$ cat config.mk
export PLATFORM = sky130hd
export DESIGN_NAME = capture_top
export DESIGN_NICKNAME = d
export VERILOG_FILES = /design/src/capture_pkg.sv /design/src/capture_top.sv
export VERILOG_INCLUDE_DIRS = /design/src
export SDC_FILE = /design/constraint.sdc
export NUM_CORES = 1
export LEC_CHECK = 0
export ABC_AREA = 1
export BUFFER_PORTS_ARGS = -buffer_cell sky130_fd_sc_hd__buf_2
export CORE_MARGIN = 2
export CORE_UTILIZATION = 65
export DETAILED_ROUTE_END_ITERATION = 12
export PLACE_DENSITY = 0.83
export SLEW_MARGIN = 15
export SYNTH_ARGS = -nofsm -noshare
export SYNTH_HDL_FRONTEND = slang
export SYNTH_SLANG_ARGS = --single-unit
$ cat constraint.sdc
create_clock -name clock -period 5.6 [get_ports clock]
set_input_delay 1.68 -clock clock [delete_from_list [all_inputs] [get_ports clock]]
set_output_delay 1.68 -clock clock [all_outputs]
set_load 0.01 [all_outputs]
$ cat src/capture_params.svh
// Purpose: Constants for the bus-cycle capture queue with prefetch filtering
// Assumes: Included by bare name from the capture package and design files
// Notes:   Definitions only
`ifndef CAPTURE_PARAMS_SVH
`define CAPTURE_PARAMS_SVH

`define CAP_ADDR_W        15       // New/saved address bits 1..15
`define CAP_DATA_W        16       // New data bits 0..15
`define CAP_STAT_W        15       // Queue bits 16..30
`define CAP_WORD_W        31       // Queue word bits 0..30
`define CAP_FLAG_BIT      14       // Bit 30 position inside the status field
`define CAP_PTR_W         2        // Pointer bits
`define CAP_QUEUE_DEPTH   4        // Samples per half section
`define CAP_OFFS_W        8        // Saved offset bits used by the second compare
`define CAP_CODE_W        8        // Pattern code width
`define CAP_PATTERNS      128      // Distinguishable cycle patterns
`define CAP_BUF_DEPTH     16       // Output buffer depth
`define CAP_SYNC_W        3        // Input synchroniser stages

`endif

$ cat src/capture_pkg.sv
// Purpose: Types for the capture path
// Assumes: capture_params.svh available
// Notes:   Nothing is imported; use capture_pkg::name
`include "capture_params.svh"
package capture_pkg;
  // Pod operating mode
  typedef enum logic [1:0] {
    MODE_TRANSPARENT,
    MODE_FILTERED,
    MODE_JUMP
  } pod_mode_t;
  // Access type from function codes
  typedef enum logic [1:0] {
    ACC_IGNORE = 2'h0,
    ACC_DATA   = 2'h1,
    ACC_INSTR  = 2'h2,
    ACC_IACK   = 2'h3
  } access_type_t;
  // Second compare selection
  typedef enum logic [1:0] {
    CMP_NONE,
    CMP_SHORT,
    CMP_LONG,
    CMP_JUMP
  } compare_select_t;
  // Capture sequencing per cycle
  typedef enum logic [1:0] {
    PH_IDLE,
    PH_ADDR,
    PH_DATA
  } phase_t;
endpackage

$ cat src/capture_top.sv
// Purpose: Capture queue, pattern sequencer and qualifier for a disassembly pod
// Assumes: Strobe and bus lines arrive asynchronously on pins
// Notes:   The address/data halves are 31-bit words; a 16-word buffer feeds the mainframe
`timescale 1ns/1ps
`default_nettype none
`include "capture_params.svh"

//////////////////////////////////////////////////////////////////////////////
// Output buffer between the queue and the mainframe port
module capture_fifo #(
  parameter int WIDTH = 33,
  parameter int DEPTH = 16
) (
  input  wire logic             clock,
  input  wire logic             rst_n,
  input  wire logic             in_valid,
  output logic                  in_ready,
  input  wire logic [WIDTH-1:0] in_data,
  output logic                  out_valid,
  input  wire logic             out_ready,
  output logic      [WIDTH-1:0] out_data
);
  localparam int AW = $clog2(DEPTH);
  logic [WIDTH-1:0] mem_reg [DEPTH];  // Storage in flip-flops
  logic [AW-1:0]    wr_reg;           // Write index
  logic [AW-1:0]    rd_reg;           // Read index
  logic [AW:0]      count_reg;        // Occupancy
  logic             push;
  logic             pop;

  assign in_ready  = (count_reg != (AW+1)'(DEPTH));
  assign out_valid = (count_reg != '0);
  assign push      = in_valid && in_ready;
  assign pop       = out_valid && out_ready;
  assign out_data  = mem_reg[rd_reg];

  // Storage write
  always_ff @(posedge clock) begin
    if (push) begin
      mem_reg[wr_reg] <= in_data;
    end
  end

  // Indices and occupancy
  always_ff @(posedge clock or negedge rst_n) begin
    if (!rst_n) begin
      wr_reg    <= '0;
      rd_reg    <= '0;
      count_reg <= '0;
    end else begin
      if (push) begin
        wr_reg <= (wr_reg == AW'(DEPTH-1)) ? '0 : wr_reg + 1'b1;
      end
      if (pop) begin
        rd_reg <= (rd_reg == AW'(DEPTH-1)) ? '0 : rd_reg + 1'b1;
      end
      count_reg <= count_reg + (AW+1)'(push) - (AW+1)'(pop);
    end
  end
endmodule // capture_fifo

//////////////////////////////////////////////////////////////////////////////
// Function
// - Data half puts new data on bits 0-15
// - Bits 16-30 come from status/address latches
// - Queue address is pointer plus half select
// - Filtered mode: pointer advances after both halves
// - Transparent mode: pointer stays constant
// - Read enable active except during identity read
// - Old entry presented before overwrite at pointer
// - Transparent mode: qualifier always active
// - Data word decoded to 8-bit pattern code
// - Sync on stored pattern; filter only when synced
// - First compare: saved plus two versus new
// - Short branch: saved plus short offset
// - Long branch: saved plus 8 offset bits
// - Jump: 8 destination bits alone compared
// - Registered compares drive cycle reject
// - Access type encoding; transparent reports acknowledge
// - Ignore type stops sequencer, holds pointer
// - Filtered: data/ack always, instructions if qualified
// - Entry tag used by qualifier on exit
// - Filtered: bit 30 flags fetch versus data
// - Jump mode stores first word, uses reject
// - Jump mode: no discontinuity forces qualifier low
// - Two output sample pulses per captured cycle
// - Jump mode: discontinuity qualifies, then advances pointer
module capture_top #(
  parameter int BUF_DEPTH = `CAP_BUF_DEPTH
) (
  input  wire logic                      clock,
  input  wire logic                      nrst,
  input  wire logic [1:0]                pod_mode_select,   // Static pod mode
  input  wire logic                      identity_read,     // Mainframe reads pod identity
  input  wire logic                      input_strobe,      // Target bus strobe (pin)
  input  wire logic [`CAP_ADDR_W-1:0]    new_address,       // Address bits 1..15
  input  wire logic [`CAP_DATA_W-1:0]    new_data,          // Data bits 0..15
  input  wire logic [`CAP_STAT_W-1:0]    new_status,        // Status/address latch bits
  input  wire logic [1:0]                function_code,     // Processor function bits
  input  wire logic [`CAP_CODE_W-1:0]    stored_pattern,    // Expected pattern code
  input  wire logic [1:0]                branch_class,      // Instruction discontinuity kind
  input  wire logic                      out_ready,         // Mainframe accepts a half
  output logic                           out_valid,         // Half word available
  output logic      [`CAP_WORD_W-1:0]    out_word,          // Half word to mainframe
  output logic                           out_half,          // 1 = data half
  output logic                           capture_qualifier, // Qualifies this half
  output logic                           sample_pulse,      // Output sample clock enable
  output logic                           queue_read_enable_n,
  output logic                           cycle_reject,
  output logic                           synced,
  output logic                           stall              // Buffer full, strobe lost risk
);
  localparam int DEPTH2 = 2 * `CAP_QUEUE_DEPTH;
  localparam int BW     = `CAP_WORD_W + 2;

  logic [1:0] rst_sync_reg;            // Reset release chain
  logic       rst_n;
  logic [`CAP_SYNC_W-1:0] strobe_sync_reg;  // Strobe synchroniser
  logic       strobe_level_reg;        // Last level on which stages two and three agreed
  capture_pkg::pod_mode_t       mode;
  capture_pkg::access_type_t    access_type;
  capture_pkg::compare_select_t compare_select;
  capture_pkg::phase_t          phase_reg;
  logic [`CAP_WORD_W-1:0] queue_reg [DEPTH2];  // Two half sections
  logic       tag_reg [`CAP_QUEUE_DEPTH];      // Instruction tag per entry
  logic       reject_mem_reg [`CAP_QUEUE_DEPTH];
  logic [`CAP_PTR_W-1:0] pointer_reg;
  logic       address_half_select;
  logic [`CAP_PTR_W+0:0] queue_addr;
  logic [`CAP_WORD_W-1:0] write_word;
  logic [`CAP_ADDR_W-1:0] saved_address_reg;
  logic [`CAP_OFFS_W-1:0] saved_offset_reg;
  capture_pkg::compare_select_t saved_sel_reg;
  logic       adder_carry_in;
  logic       saved_output_enable_n;
  logic       first_eq_reg;            // Registered first compare
  logic       second_eq_reg;           // Registered second compare
  logic       synced_reg;
  logic [`CAP_CODE_W-1:0] pattern_code;
  logic       pointer_advance_n;
  logic       force_qualifier_low_n;
  logic       buf_ready;
  logic       present_qual;
  logic       present_valid;

  // Asynchronous assert, synchronous release of reset
  always_ff @(posedge clock or negedge nrst) begin
    if (!nrst) rst_sync_reg <= 2'h0;
    else       rst_sync_reg <= {rst_sync_reg[0], 1'b1};
  end
  assign rst_n = rst_sync_reg[1];

  // Strobe synchroniser; an edge counts once stages two and three agree
  always_ff @(posedge clock or negedge rst_n) begin
    if (!rst_n) strobe_sync_reg <= '0;
    else        strobe_sync_reg <= {strobe_sync_reg[1:0], input_strobe};
  end

  // Accepted strobe level; a lone disagreeing sample never makes an edge
  always_ff @(posedge clock or negedge rst_n) begin
    if (!rst_n) begin
      strobe_level_reg <= 1'b0;
    end else if (strobe_sync_reg[2] == strobe_sync_reg[1]) begin
      strobe_level_reg <= strobe_sync_reg[2];
    end
  end

  //////////////////////////////////////////////////////////////////////////
  // Mode and cycle classification
  // Mode is sampled live; software must hold it still while acquiring
  always_comb begin
    case (pod_mode_select)
      2'h1:    mode = capture_pkg::MODE_FILTERED;
      2'h2:    mode = capture_pkg::MODE_JUMP;
      default: mode = capture_pkg::MODE_TRANSPARENT;
    endcase
  end

  // Transparent mode reports every cycle as acknowledge
  assign access_type = (mode == capture_pkg::MODE_TRANSPARENT) ? capture_pkg::ACC_IACK
                     : capture_pkg::access_type_t'(function_code);

  // Pattern decode: fold the data word into an 8-bit code, low 7 bits carry the pattern
  function automatic logic [`CAP_CODE_W-1:0] decode_pattern(input logic [15:0] d);
    logic [6:0] p;
    p = d[15:9] ^ d[6:0] ^ {d[8:7], d[12:8]};
    return {1'b0, p};
  endfunction
  assign pattern_code = decode_pattern(new_data);

  // Adder and comparator shared by both compare halves
  function automatic logic addr_match(input logic [14:0] base, input logic [7:0] offs,
                                      input logic cin, input logic [14:0] target);
    logic [14:0] sum;
    sum = base + {{7{offs[7]}}, offs} + {14'h0, cin};
    return sum == target;
  endfunction

  assign compare_select = capture_pkg::compare_select_t'(branch_class);

  //////////////////////////////////////////////////////////////////////////
  // Half sequencing: two output sample pulses per captured cycle
  logic strobe_edge;
  assign strobe_edge = (strobe_sync_reg[2:1] == 2'b11) && !strobe_level_reg;
  logic ignore_cycle;
  assign ignore_cycle = (access_type == capture_pkg::ACC_IGNORE);

  always_ff @(posedge clock or negedge rst_n) begin
    if (!rst_n) begin
      phase_reg <= capture_pkg::PH_IDLE;
    end else begin
      case (phase_reg)
        capture_pkg::PH_IDLE: if (strobe_edge && buf_ready) phase_reg <= capture_pkg::PH_ADDR;
        capture_pkg::PH_ADDR: if (buf_ready) phase_reg <= capture_pkg::PH_DATA;
        capture_pkg::PH_DATA: if (buf_ready) phase_reg <= capture_pkg::PH_IDLE;
        default:              phase_reg <= capture_pkg::PH_IDLE;
      endcase
    end
  end
  logic write_en;
  assign address_half_select = (phase_reg == capture_pkg::PH_ADDR);
  assign write_en     = (phase_reg != capture_pkg::PH_IDLE) && buf_ready;
  assign sample_pulse = write_en;
  assign stall        = !buf_ready;

  //////////////////////////////////////////////////////////////////////////
  // Queue word assembly and addressing
  // Data half drives new data low; status flag 30 becomes the fetch flag when filtering
  always_comb begin
    write_word = '0;
    if (address_half_select) begin
      write_word = {new_status, 1'b0, new_address};
    end else begin
      write_word[`CAP_DATA_W-1:0] = new_data;
      write_word[`CAP_WORD_W-1:`CAP_DATA_W] = new_status;
      if (mode != capture_pkg::MODE_TRANSPARENT) begin
        write_word[`CAP_DATA_W+`CAP_FLAG_BIT] = !saved_output_enable_n;
      end
    end
  end
  assign queue_addr = {!address_half_select, pointer_reg};

  // Entry tag: instruction cycles are held back until qualified
  assign saved_output_enable_n = (access_type != capture_pkg::ACC_INSTR);

  // Entry at pointer is read before the write replaces it
  always_ff @(posedge clock or negedge rst_n) begin
    if (!rst_n) begin
      present_valid <= 1'b0;
      present_qual  <= 1'b0;
    end else if (write_en) begin
      // Valid only from the first finished pair, so halves leave in pairs
      present_valid <= present_valid || !address_half_select;
      present_qual  <= (mode == capture_pkg::MODE_TRANSPARENT) ? 1'b1
                     : (tag_reg[pointer_reg] ? !reject_mem_reg[pointer_reg] : 1'b1);
    end
  end

  always_ff @(posedge clock) begin
    if (write_en) begin
      queue_reg[queue_addr] <= write_word;
    end
  end

  //////////////////////////////////////////////////////////////////////////
  // Sequencer: sync, compares, reject
  assign adder_carry_in = address_half_select;
  logic first_now;
  logic second_now;
  assign first_now = addr_match(saved_address_reg, 8'h0, adder_carry_in, new_address);
  always_comb begin
    case (saved_sel_reg)
      capture_pkg::CMP_SHORT: second_now = addr_match(saved_address_reg, saved_offset_reg,
                                                      1'b0, new_address);
      capture_pkg::CMP_LONG:  second_now = addr_match(saved_address_reg, saved_offset_reg,
                                                      1'b0, new_address);
      capture_pkg::CMP_JUMP:  second_now = ({7'h0, saved_offset_reg} == new_address);
      default:                second_now = first_now;
    endcase
  end

  // Sequencer clock is withheld on ignore cycles
  always_ff @(posedge clock or negedge rst_n) begin
    if (!rst_n) begin
      synced_reg        <= 1'b0;
      first_eq_reg      <= 1'b1;
      second_eq_reg     <= 1'b1;
      saved_address_reg <= '0;
      saved_offset_reg  <= '0;
      saved_sel_reg     <= capture_pkg::CMP_NONE;
    end else if (write_en && !ignore_cycle) begin
      if (address_half_select) begin
        first_eq_reg <= first_now;
      end else begin
        second_eq_reg     <= second_now;
        synced_reg        <= (pattern_code == stored_pattern);
        saved_address_reg <= new_address;
        saved_offset_reg  <= new_data[`CAP_OFFS_W-1:0];
        saved_sel_reg     <= compare_select;
      end
    end
  end

  // Reject only when synced and the first compare, plus the second unless none is selected, shows a discontinuity
  assign cycle_reject = synced_reg && !first_eq_reg
                        && (saved_sel_reg == capture_pkg::CMP_NONE || !second_eq_reg);
  assign synced = synced_reg;

  // Tag and reject stored alongside the entry
  always_ff @(posedge clock or negedge rst_n) begin
    if (!rst_n) begin
      for (int i = 0; i < `CAP_QUEUE_DEPTH; i++) begin
        tag_reg[i]        <= 1'b0;
        reject_mem_reg[i] <= 1'b0;
      end
    end else if (write_en && !address_half_select) begin
      tag_reg[pointer_reg]        <= !saved_output_enable_n;
      reject_mem_reg[pointer_reg] <= cycle_reject && (mode == capture_pkg::MODE_FILTERED);
    end
  end

  //////////////////////////////////////////////////////////////////////////
  // Pointer control
  // Jump mode: only discontinuities release the qualifier and the pointer
  assign force_qualifier_low_n = (mode != capture_pkg::MODE_JUMP)
                                 || cycle_reject;
  assign pointer_advance_n = (mode == capture_pkg::MODE_TRANSPARENT)
                           || ignore_cycle
                           || !force_qualifier_low_n;
  always_ff @(posedge clock or negedge rst_n) begin
    if (!rst_n) begin
      pointer_reg <= '0;
    end else if (write_en && !address_half_select && !pointer_advance_n) begin
      pointer_reg <= pointer_reg + 1'b1;
    end
  end

  //////////////////////////////////////////////////////////////////////////
  // Output buffer and read port
  assign queue_read_enable_n = identity_read;
  logic [BW-1:0] buf_in;
  logic [BW-1:0] buf_out;
  logic          qual_in;
  assign qual_in = (mode == capture_pkg::MODE_JUMP) ? force_qualifier_low_n && present_qual
                                                     : present_qual;
  assign buf_in = {qual_in, !address_half_select,
                   queue_read_enable_n ? `CAP_WORD_W'(0) : queue_reg[queue_addr]};

  capture_fifo #(.WIDTH(BW), .DEPTH(BUF_DEPTH)) u_buf (
    .clock     (clock),
    .rst_n     (rst_n),
    .in_valid  (write_en && present_valid),
    .in_ready  (buf_ready),
    .in_data   (buf_in),
    .out_valid (out_valid),
    .out_ready (out_ready),
    .out_data  (buf_out)
  );
  assign capture_qualifier = out_valid && buf_out[BW-1];
  assign out_half          = buf_out[BW-2];
  assign out_word          = buf_out[`CAP_WORD_W-1:0];

  //////////////////////////////////////////////////////////////////////////
  // Checks
  AST_TRANSPARENT_HOLD: assert property (@(posedge clock) disable iff (!rst_n)
    (mode == capture_pkg::MODE_TRANSPARENT) |=> $stable(pointer_reg))
    else $error("pointer moved in transparent mode");
  AST_READ_ENABLE: assert property (@(posedge clock) disable iff (!rst_n)
    queue_read_enable_n == identity_read) else $error("read enable wrong");
  AST_IGNORE_HOLD: assert property (@(posedge clock) disable iff (!rst_n)
    (write_en && ignore_cycle) |=> $stable(pointer_reg)) else $error("ignore advanced pointer");
  AST_TWO_HALVES: assert property (@(posedge clock) disable iff (!rst_n)
    (phase_reg == capture_pkg::PH_ADDR && buf_ready) |=> phase_reg == capture_pkg::PH_DATA)
    else $error("data half missing");
  AST_TRANSP_QUAL: assert property (@(posedge clock) disable iff (!rst_n)
    (mode == capture_pkg::MODE_TRANSPARENT && write_en) |=> present_qual)
    else $error("transparent qualifier low");
  AST_DATA_HALF: assert property (@(posedge clock) disable iff (!rst_n)
    (phase_reg == capture_pkg::PH_DATA) |-> write_word[15:0] == new_data)
    else $error("data half bits wrong");
  AST_ADVANCE_ONCE: assert property (@(posedge clock) disable iff (!rst_n)
    (write_en && address_half_select) |=> $stable(pointer_reg)) else $error("early advance");
  AST_ACK_TYPE: assert property (@(posedge clock) disable iff (!rst_n)
    (mode == capture_pkg::MODE_TRANSPARENT) |-> access_type == capture_pkg::ACC_IACK)
    else $error("transparent type not acknowledge");
  AST_JUMP_HOLD: assert property (@(posedge clock) disable iff (!rst_n)
    (mode == capture_pkg::MODE_JUMP && !cycle_reject && write_en) |=> $stable(pointer_reg))
    else $error("pointer moved without discontinuity");
endmodule // capture_top
`default_nettype wire

==> results of run 1 <==
==> area by class of cell <==
type / count / area [um2] / share of cell area
Multi-Input combinational cell: 1557 / 8350 / 0.219
Inverter: 156 / 591 / 0.0155
Tap cell: 680 / 851 / 0.0223
Sequential cell: 837 / 24800 / 0.650
Clock inverter: 54 / 400 / 0.0105
Timing Repair Buffer: 174 / 1100 / 0.0287
Clock buffer: 93 / 2080 / 0.0545
==> placed cells by master, fill, tap and decap left out, types with 6 or more instances in the layout <==
master / netlist / final
nand3_1: 114 / 114
nand4_1: 41 / 41
a22o_1: 18 / 18
nand2_1: 496 / 495
buf_2: 17 / 103
clkbuf_16: 0 / 81
xor2_1: 24 / 24
a21oi_1: 111 / 108
o21ai_0: 243 / 242
inv_2: 5 / 6
clkinv_2: 0 / 23
buf_4: 6 / 67
nor2_4: 0 / 22
xnor2_1: 18 / 18
a22oi_1: 10 / 10
clkbuf_1: 105 / 11
a31oi_1: 13 / 11
o21ai_1: 6 / 7
o22ai_1: 43 / 43
dfrtp_1: 59 / 54
nor3_1: 8 / 8
clkinv_1: 0 / 20
inv_1: 151 / 148
ha_1: 34 / 34
a41oi_1: 12 / 9
edfxtp_1: 776 / 776
nor2_1: 223 / 197
o221ai_1: 26 / 26
a221oi_1: 87 / 87
==> routing by layer <==
layer  wire length (um)  vias up
met4               3680        2
met2              44000     1750
met5                 11        -
met1              30900    11400
li1                   -    10100
met3              10100      309
==> metrics by stage <==
step	setup slack [ns]	power (mW)
after CTS	0.681	21.1
after floorplan	1.05	13.3
after detailed placement	1.39	16.0
final	0.582	21.3
after global routing	0.525	22.2
after global placement	1.48	15.6
==> power breakdown <==
| part | total [mW] | switching, mW | internal, mW | leakage [nW] |
|---|---|---|---|---|
| registers | 8.71 | 0.432 | 8.27 | 7.79 |
| clock network | 5.18 | 2.32 | 2.86 | 1.23 |
| logic | 7.42 | 5.31 | 2.11 | 4.70 |
==> kinds of logic after synthesis <==
group | count (synthesis) | share of synthesized area
AO/OA/AOI/OAI | 578 | 0.104
XOR/XNOR | 42 | 0.0108
adder cells (fa/ha/maj) | 36 | 0.0136
buffers and inverters | 297 | 0.0344
flip-flops | 837 | 0.728
multiplexers | 2 | 0.000587
other | 1 | 0.000110
AND/OR/NAND/NOR | 898 | 0.108
==> path summary, 6_finish.rpt <==
path	startpoint	endpoint	slack, ns	depth (start not counted)
setup / recovery	u_buf.rd_reg[1]$_DFFE_PN0P_	out_word[21]	0.58	7
hold / removal	strobe_sync_reg[0]$_DFF_PN0_	strobe_sync_reg[1]$_DFF_PN0_	0.35	0
setup reg to reg	phase_reg[0]$_DFFE_PN0P_	u_buf.mem_reg[1][9]$_DFFE_PP_	1.87	9
hold reg to reg	strobe_sync_reg[0]$_DFF_PN0_	strobe_sync_reg[1]$_DFF_PN0_	0.35	0
max in group asynchronous	rst_sync_reg[1]$_DFF_PN0_	u_buf.rd_reg[0]$_DFFE_PN0P_	4.54	1
min in group asynchronous	rst_sync_reg[1]$_DFF_PN0_	strobe_sync_reg[2]$_DFF_PN0_	0.44	1
==> metrics.md, run 1 <==
| Metric | Value |
|---|---|
| # port buffers | 103 |
| Post-synth top area share | 0.683 |
| Synthesized Nets | 2792 |
| Met3 usage | 0.0601 |
| Most crowded layer after global routing | met2 |
| Clock Path Buffers | 3 |
| Pleak | 13.7 nW |
| Crit path launch type | flop |
| Post-synth top area cell | edfxtp_1 |
| Register area share after synthesis | 0.728 |
| Final setup fails | 0 |
| Final #Nets | 2907 |
| Max_slew headroom | 0.164 |
| Worst path buffer plus inverter count | 3 |
| Vias per cell | 6.62 |
| Finished Cell Area | 38200 um2 |
| Starting Density | 0.661 |
| Critical path class | flop to output port |
| Worst Path Max Fanout | 32 |
| Iteration count of the initial detailed-routing pass | 7 |
| Slowest Stage Delay on Critical Path | 0.85 ns |
| Placement Cell Area | 35700 um2 |
| Worst Setup End Kind | output port |
| RSZ-0062 raised after global routing | false |
| DRT antenna net count | 0 |
| Final Skew | 0.0220 ns |
| H-Tree Depth | 3 |
| HPWL after detailed placement | 48800 um |
| Top post-synthesis cells by area | edfxtp_1 68%, nand2_1 5.5%, dfrtp_1 4.3% |
| Status | complete, no violations |
| #FFs+latches synth | 837 |
| CTS tree | done |
| Yosys warning count | 0 |
| Post-Syn Area per Cell | 12.7 um2 |
| CTS hold repair buffers | 0 |
| Die Ht | 233 um |
| Number of diodes | 0 |
| Post-layout minimum cycle time | 5.02 ns |
| Final Hold Fails | 0 |
| Drt first-iter violations | 3368 |
| Share of layout cells above drive strength 1 | 0.121 |
| Sink Count | 837 |
| Die area | 54300 um2 |
| Cell variety after synth | 43 |
| Core Util, Final | 0.740 |
| Cell count after synthesis | 2691 |
| Post-Syn Area | 34100 um2 |
| Antenna violations before repair | 1 |
| Setup TNS | 0 ns |
| Clock buffer count from CTS | 80 |
| Arr. time, crit path | 3.34 ns |
| Root buf cell | clkbuf_16 |
| Placer congestion estimate | 0.898 |
| Gr ovfl total | 0 |
| Io pins | 104 |
| Num rows | 83 |
| Synth Flop Type | edfxtp_1 |
| Max Cap Viol | 0 |
| Maximum clock rate | 199 MHz |
| CP max-delay cell | dfrtp_2 |
| Vias in the first global route | 22900 |
| Setup Buffers After CTS | 0 |
| First-pass GRT wire length | 131000 um |
| Slew Viols, Final | 0 |
| Family with the most delay on the worst path | simple AND/OR/NAND/NOR gates |
| Met1 Track Usage GR | 0.414 |
| Fin Hold WS | 0.346 ns |
| Peak supply drop | 0.420 mV |
| Top post-synthesis cells by count | 776 x edfxtp_1, 496 x nand2_1, 243 x o21ai_0 |
| Post-Route WL | 88800 um |
| GRT Util Overall | 0.327 |
| Slew @ Worst Pin | 1.24 ns |
| Core Area | 51600 um2 |
| Detailed-route via count | 23500 |
| Worst path cell trace | nand2_2 > inv_1 > buf_4 > nand3_1 > nand4_1 > nand2_1 > buf_2 |
| Area delta synth->final | 12.0% |
| Clock transition at the registers of the reported paths | 0.06 ns |
| Largest net degree at the start of global routing | 266 |
| Fin cells | 3551 |
| GR met2 Demand/Resource | 0.553 |
| EDFF count, synth | 776 |
| CP required | 3.92 ns |
| WL per Instance | 25.0 um |
| Period utilization | 0.896 |
| CTS resizes | 0 |
| Worst skew pair latency | 0.64 ns |
| Power Density | 558 nW/um2 |
| Number of flip-flops in the largest register | 528 |
| Fill count | 3091 |
| Die Span X | 233 um |
| Post-route DRC violation count | 0 |
| Hold Path Class | flop to flop |
| Most common cell in the synthesized netlist | edfxtp_1 |
| Placed insts | 3403 |
| Async set-reset flop share out of synthesis | 0.0729 |
Note: power is estimated with default switching activity, not from simulation.
==> run 2: changes to the inputs <==
- SYNTH_HIERARCHICAL: not set -> 1
==> run 2 against run 1 <==
Effect of this change:
- die area up 10%
- flip-flop and latch count unchanged
- critical path type unchanged
- power down 5.6%
- worst hold slack better by 0.00085 ns
- final cell count up 30%
- sequential power down 6.2%
- final area up 8.5%
- combinational power down 8.1%
- synthesized cell count up 37%
==> metrics.md, run 2 <==
| Metric | Value |
|---|---|
| Status | complete, no violations |
| Critical path class | flop to output port |
| Placement Cell Area | 39000 um2 |
| Post-Route WL | 91200 um |
| Io pins | 104 |
| Number of diodes | 0 |
| Setup TNS | 0 ns |
| Num rows | 88 |
| Worst Path Max Fanout | 78 |
| Post-Syn Area per Cell | 10.2 um2 |
| Worst skew pair latency | 0.65 ns |
| Area delta synth->final | 10.3% |
| Worst path buffer plus inverter count | 3 |
| CTS hold repair buffers | 0 |
| CP required | 3.92 ns |
| HPWL after detailed placement | 52000 um |
| Drt first-iter violations | 3064 |
| Top post-synthesis cells by count | 1198 x nand2_1, 776 x edfxtp_1, 609 x inv_1 |
| Hold path cells | 0 |
| RSZ-0062 raised after global routing | false |
| Worst Hold End | strobe_sync_reg[1]$_DFF_PN0_ |
| Die Span X | 244 um |
| Final Hold Fails | 0 |
| Fin Hold WS | 0.347 ns |
| Top post-synthesis cells by area | edfxtp_1 62%, nand2_1 12%, inv_1 6.1% |
| Clock Path Buffers | 3 |
| GRT Util Overall | 0.309 |
| Period utilization | 0.876 |
| # port buffers | 103 |
| EDFF count, synth | 776 |
| Worst path cell trace | buf_4 > nand2_1 > nand3_1 > nand2_1 > nand2_1 > nand2_1 > inv_1 > nand2_1 > buf_2 |
| Arr. time, crit path | 3.23 ns |
| Setup Buffers After CTS | 0 |
| Slew @ Worst Pin | 1.29 ns |
| Synth Flop Type | edfxtp_1 |
| Max Cap Viol | 0 |
| Max_slew headroom | 0.131 |
| Most common cell in the synthesized netlist | nand2_1 |
| Core Area | 57500 um2 |
| Reg2reg start | u_buf/count_reg[2]$_DFF_PN0_ |
| Die area | 59800 um2 |
| Synthesized Nets | 3783 |
| Most common cell on crit path | nand2_1 |
| Fill count | 3751 |
| Startpoint of the worst hold path | strobe_sync_reg[0]$_DFF_PN0_ |
| DRT antenna net count | 0 |
| WL per Instance | 19.8 um |
| Finished Cell Area | 41500 um2 |
| Worst Setup End Kind | output port |
| Iteration count of the initial detailed-routing pass | 6 |
| #FFs+latches synth | 837 |
| Cell variety after synth | 45 |
| Power Density | 485 nW/um2 |
| Post-route DRC violation count | 0 |
| Vias per cell | 5.69 |
| Final setup fails | 0 |
| Final #Nets | 3887 |
| Detailed-route via count | 26200 |
| Final Skew | 0.0254 ns |
| Antenna violations before repair | 4 |
| Yosys warning count | 6 |
| Clock transition at the registers of the reported paths | 0.06 ns |
| Cell count after synthesis | 3682 |
| Family with the most delay on the worst path | buffers and inverters |
| Largest net degree at the start of global routing | 142 |
| Peak supply drop | 0.377 mV |
| Share of layout cells above drive strength 1 | 0.0964 |
| H-Tree Depth | 3 |
| First-pass GRT wire length | 140000 um |
| Clock buffer count from CTS | 80 |
| Slew Viols, Final | 0 |
| Gr ovfl total | 0 |
| Starting Density | 0.654 |
| Sink Count | 837 |
| Slowest Stage Delay on Critical Path | 0.88 ns |
| Total power | 20.1 mW |
| Crit path launch type | flop |
| Die Ht | 244 um |
| Register-to-register setup slack | 1.71 ns |
| Most common cell after layout, fill and taps aside | nand2_1 |
| Number of flip-flops in the largest register | 528 |
| Post-layout minimum cycle time | 4.91 ns |
| Register area share after synthesis | 0.661 |
| Maximum clock rate | 204 MHz |
| Async set-reset flop share out of synthesis | 0.0729 |
| R2R Path End | u_buf/mem_reg[4][22]$_DFFE_PP_ |
| CTS tree | done |
| Pleak | 17.9 nW |
| Highest-count cells in the layout ignoring fill and taps | 1198 x nand2_1, 776 x edfxtp_1, 608 x inv_1 |
| CTS resizes | 0 |
| Root buf cell | clkbuf_16 |
| Post-synth top area cell | edfxtp_1 |
| Vias in the first global route | 25900 |
| R2R cell count | 12 |
| Placer congestion estimate | 0.892 |
| Post-synth top area share | 0.620 |
| CP max-delay cell | dfrtp_4 |
| Post-Syn Area | 37600 um2 |
| Hold Path Class | flop to flop |
## run 2: cell types whose count changed after synthesis, moves of 20 or more
cell	before	now
a2111oi_0	0	30
a221oi_1	87	1
buf_2	17	74
clkbuf_1	105	28
inv_1	151	609
mux2i_1	2	30
nand2_1	496	1198
nand3_1	114	396
nand4_1	41	21
nor2_1	223	106
o21ai_0	243	52
o221ai_1	26	0
o22ai_1	43	0
## run 2: area by class of cell
type	instances	area, um2	share of cell area
Clock buffer	106	2120	0.0511
Timing Repair Buffer	173	1070	0.0257
Tap cell	765	957	0.0231
Sequential cell	837	24800	0.599
Inverter	637	2400	0.0579
Clock inverter	40	349	0.00842
Multi-Input combinational cell	2057	9720	0.234
## run 2: per-stage QoR
stage                     utilization  instances  setup WS [ns]
after floorplan                     -       3682           2.12
after global placement          0.678       4469           1.34
after detailed placement        0.678       4469           1.32
after CTS                       0.721       4615          0.740
after global routing            0.721       4615          0.537
final                           0.721       4615          0.695
## run 2: logic make-up (layout without fill, tap and decap cells)
group | Yosys count | count (layout) | synth area share
AND/OR/NAND/NOR | 1748 | 1748 | 0.192
flip-flops | 837 | 837 | 0.661
buffers and inverters | 788 | 956 | 0.0864
AO/OA/AOI/OAI | 200 | 200 | 0.0306
adder cells (fa/ha/maj) | 36 | 36 | 0.0124
XOR/XNOR | 36 | 36 | 0.00839
multiplexers | 36 | 36 | 0.00979
other | 1 | 1 | 0.0000998
## run 2: worst max-delay path by stage
| stage | startpoint | to | slack, ns | cells past startpoint |
|---|---|---|---|---|
| final | u_buf/rd_reg[0]$_DFFE_PN0P_ | out_word[22] | 0.69 | 9 |
| after global routing | u_buf/rd_reg[0]$_DFFE_PN0P_ | capture_qualifier | 0.54 | 10 |
| after CTS | u_buf/rd_reg[0]$_DFFE_PN0P_ | out_word[2] | 0.74 | 9 |
| after detailed placement | identity_read | queue_read_enable_n | 1.32 | 2 |
| after global placement | identity_read | queue_read_enable_n | 1.34 | 2 |
| after floorplan | identity_read | queue_read_enable_n | 2.12 | 1 |
## run 2: power by group
part           switching (mW)  leakage (nW)  total [mW]  internal [mW]
sequential              0.398          7.81        8.17           7.77
combinational            4.79          8.85        6.82           2.03
clock                    2.34          1.19        5.13           2.79
## run 2: metal layers
layer,track usage,routed length [um]
met4,0.140,3730
met1,0.388,32300
met2,0.533,45700
met3,0.0457,9390
met5,0,53
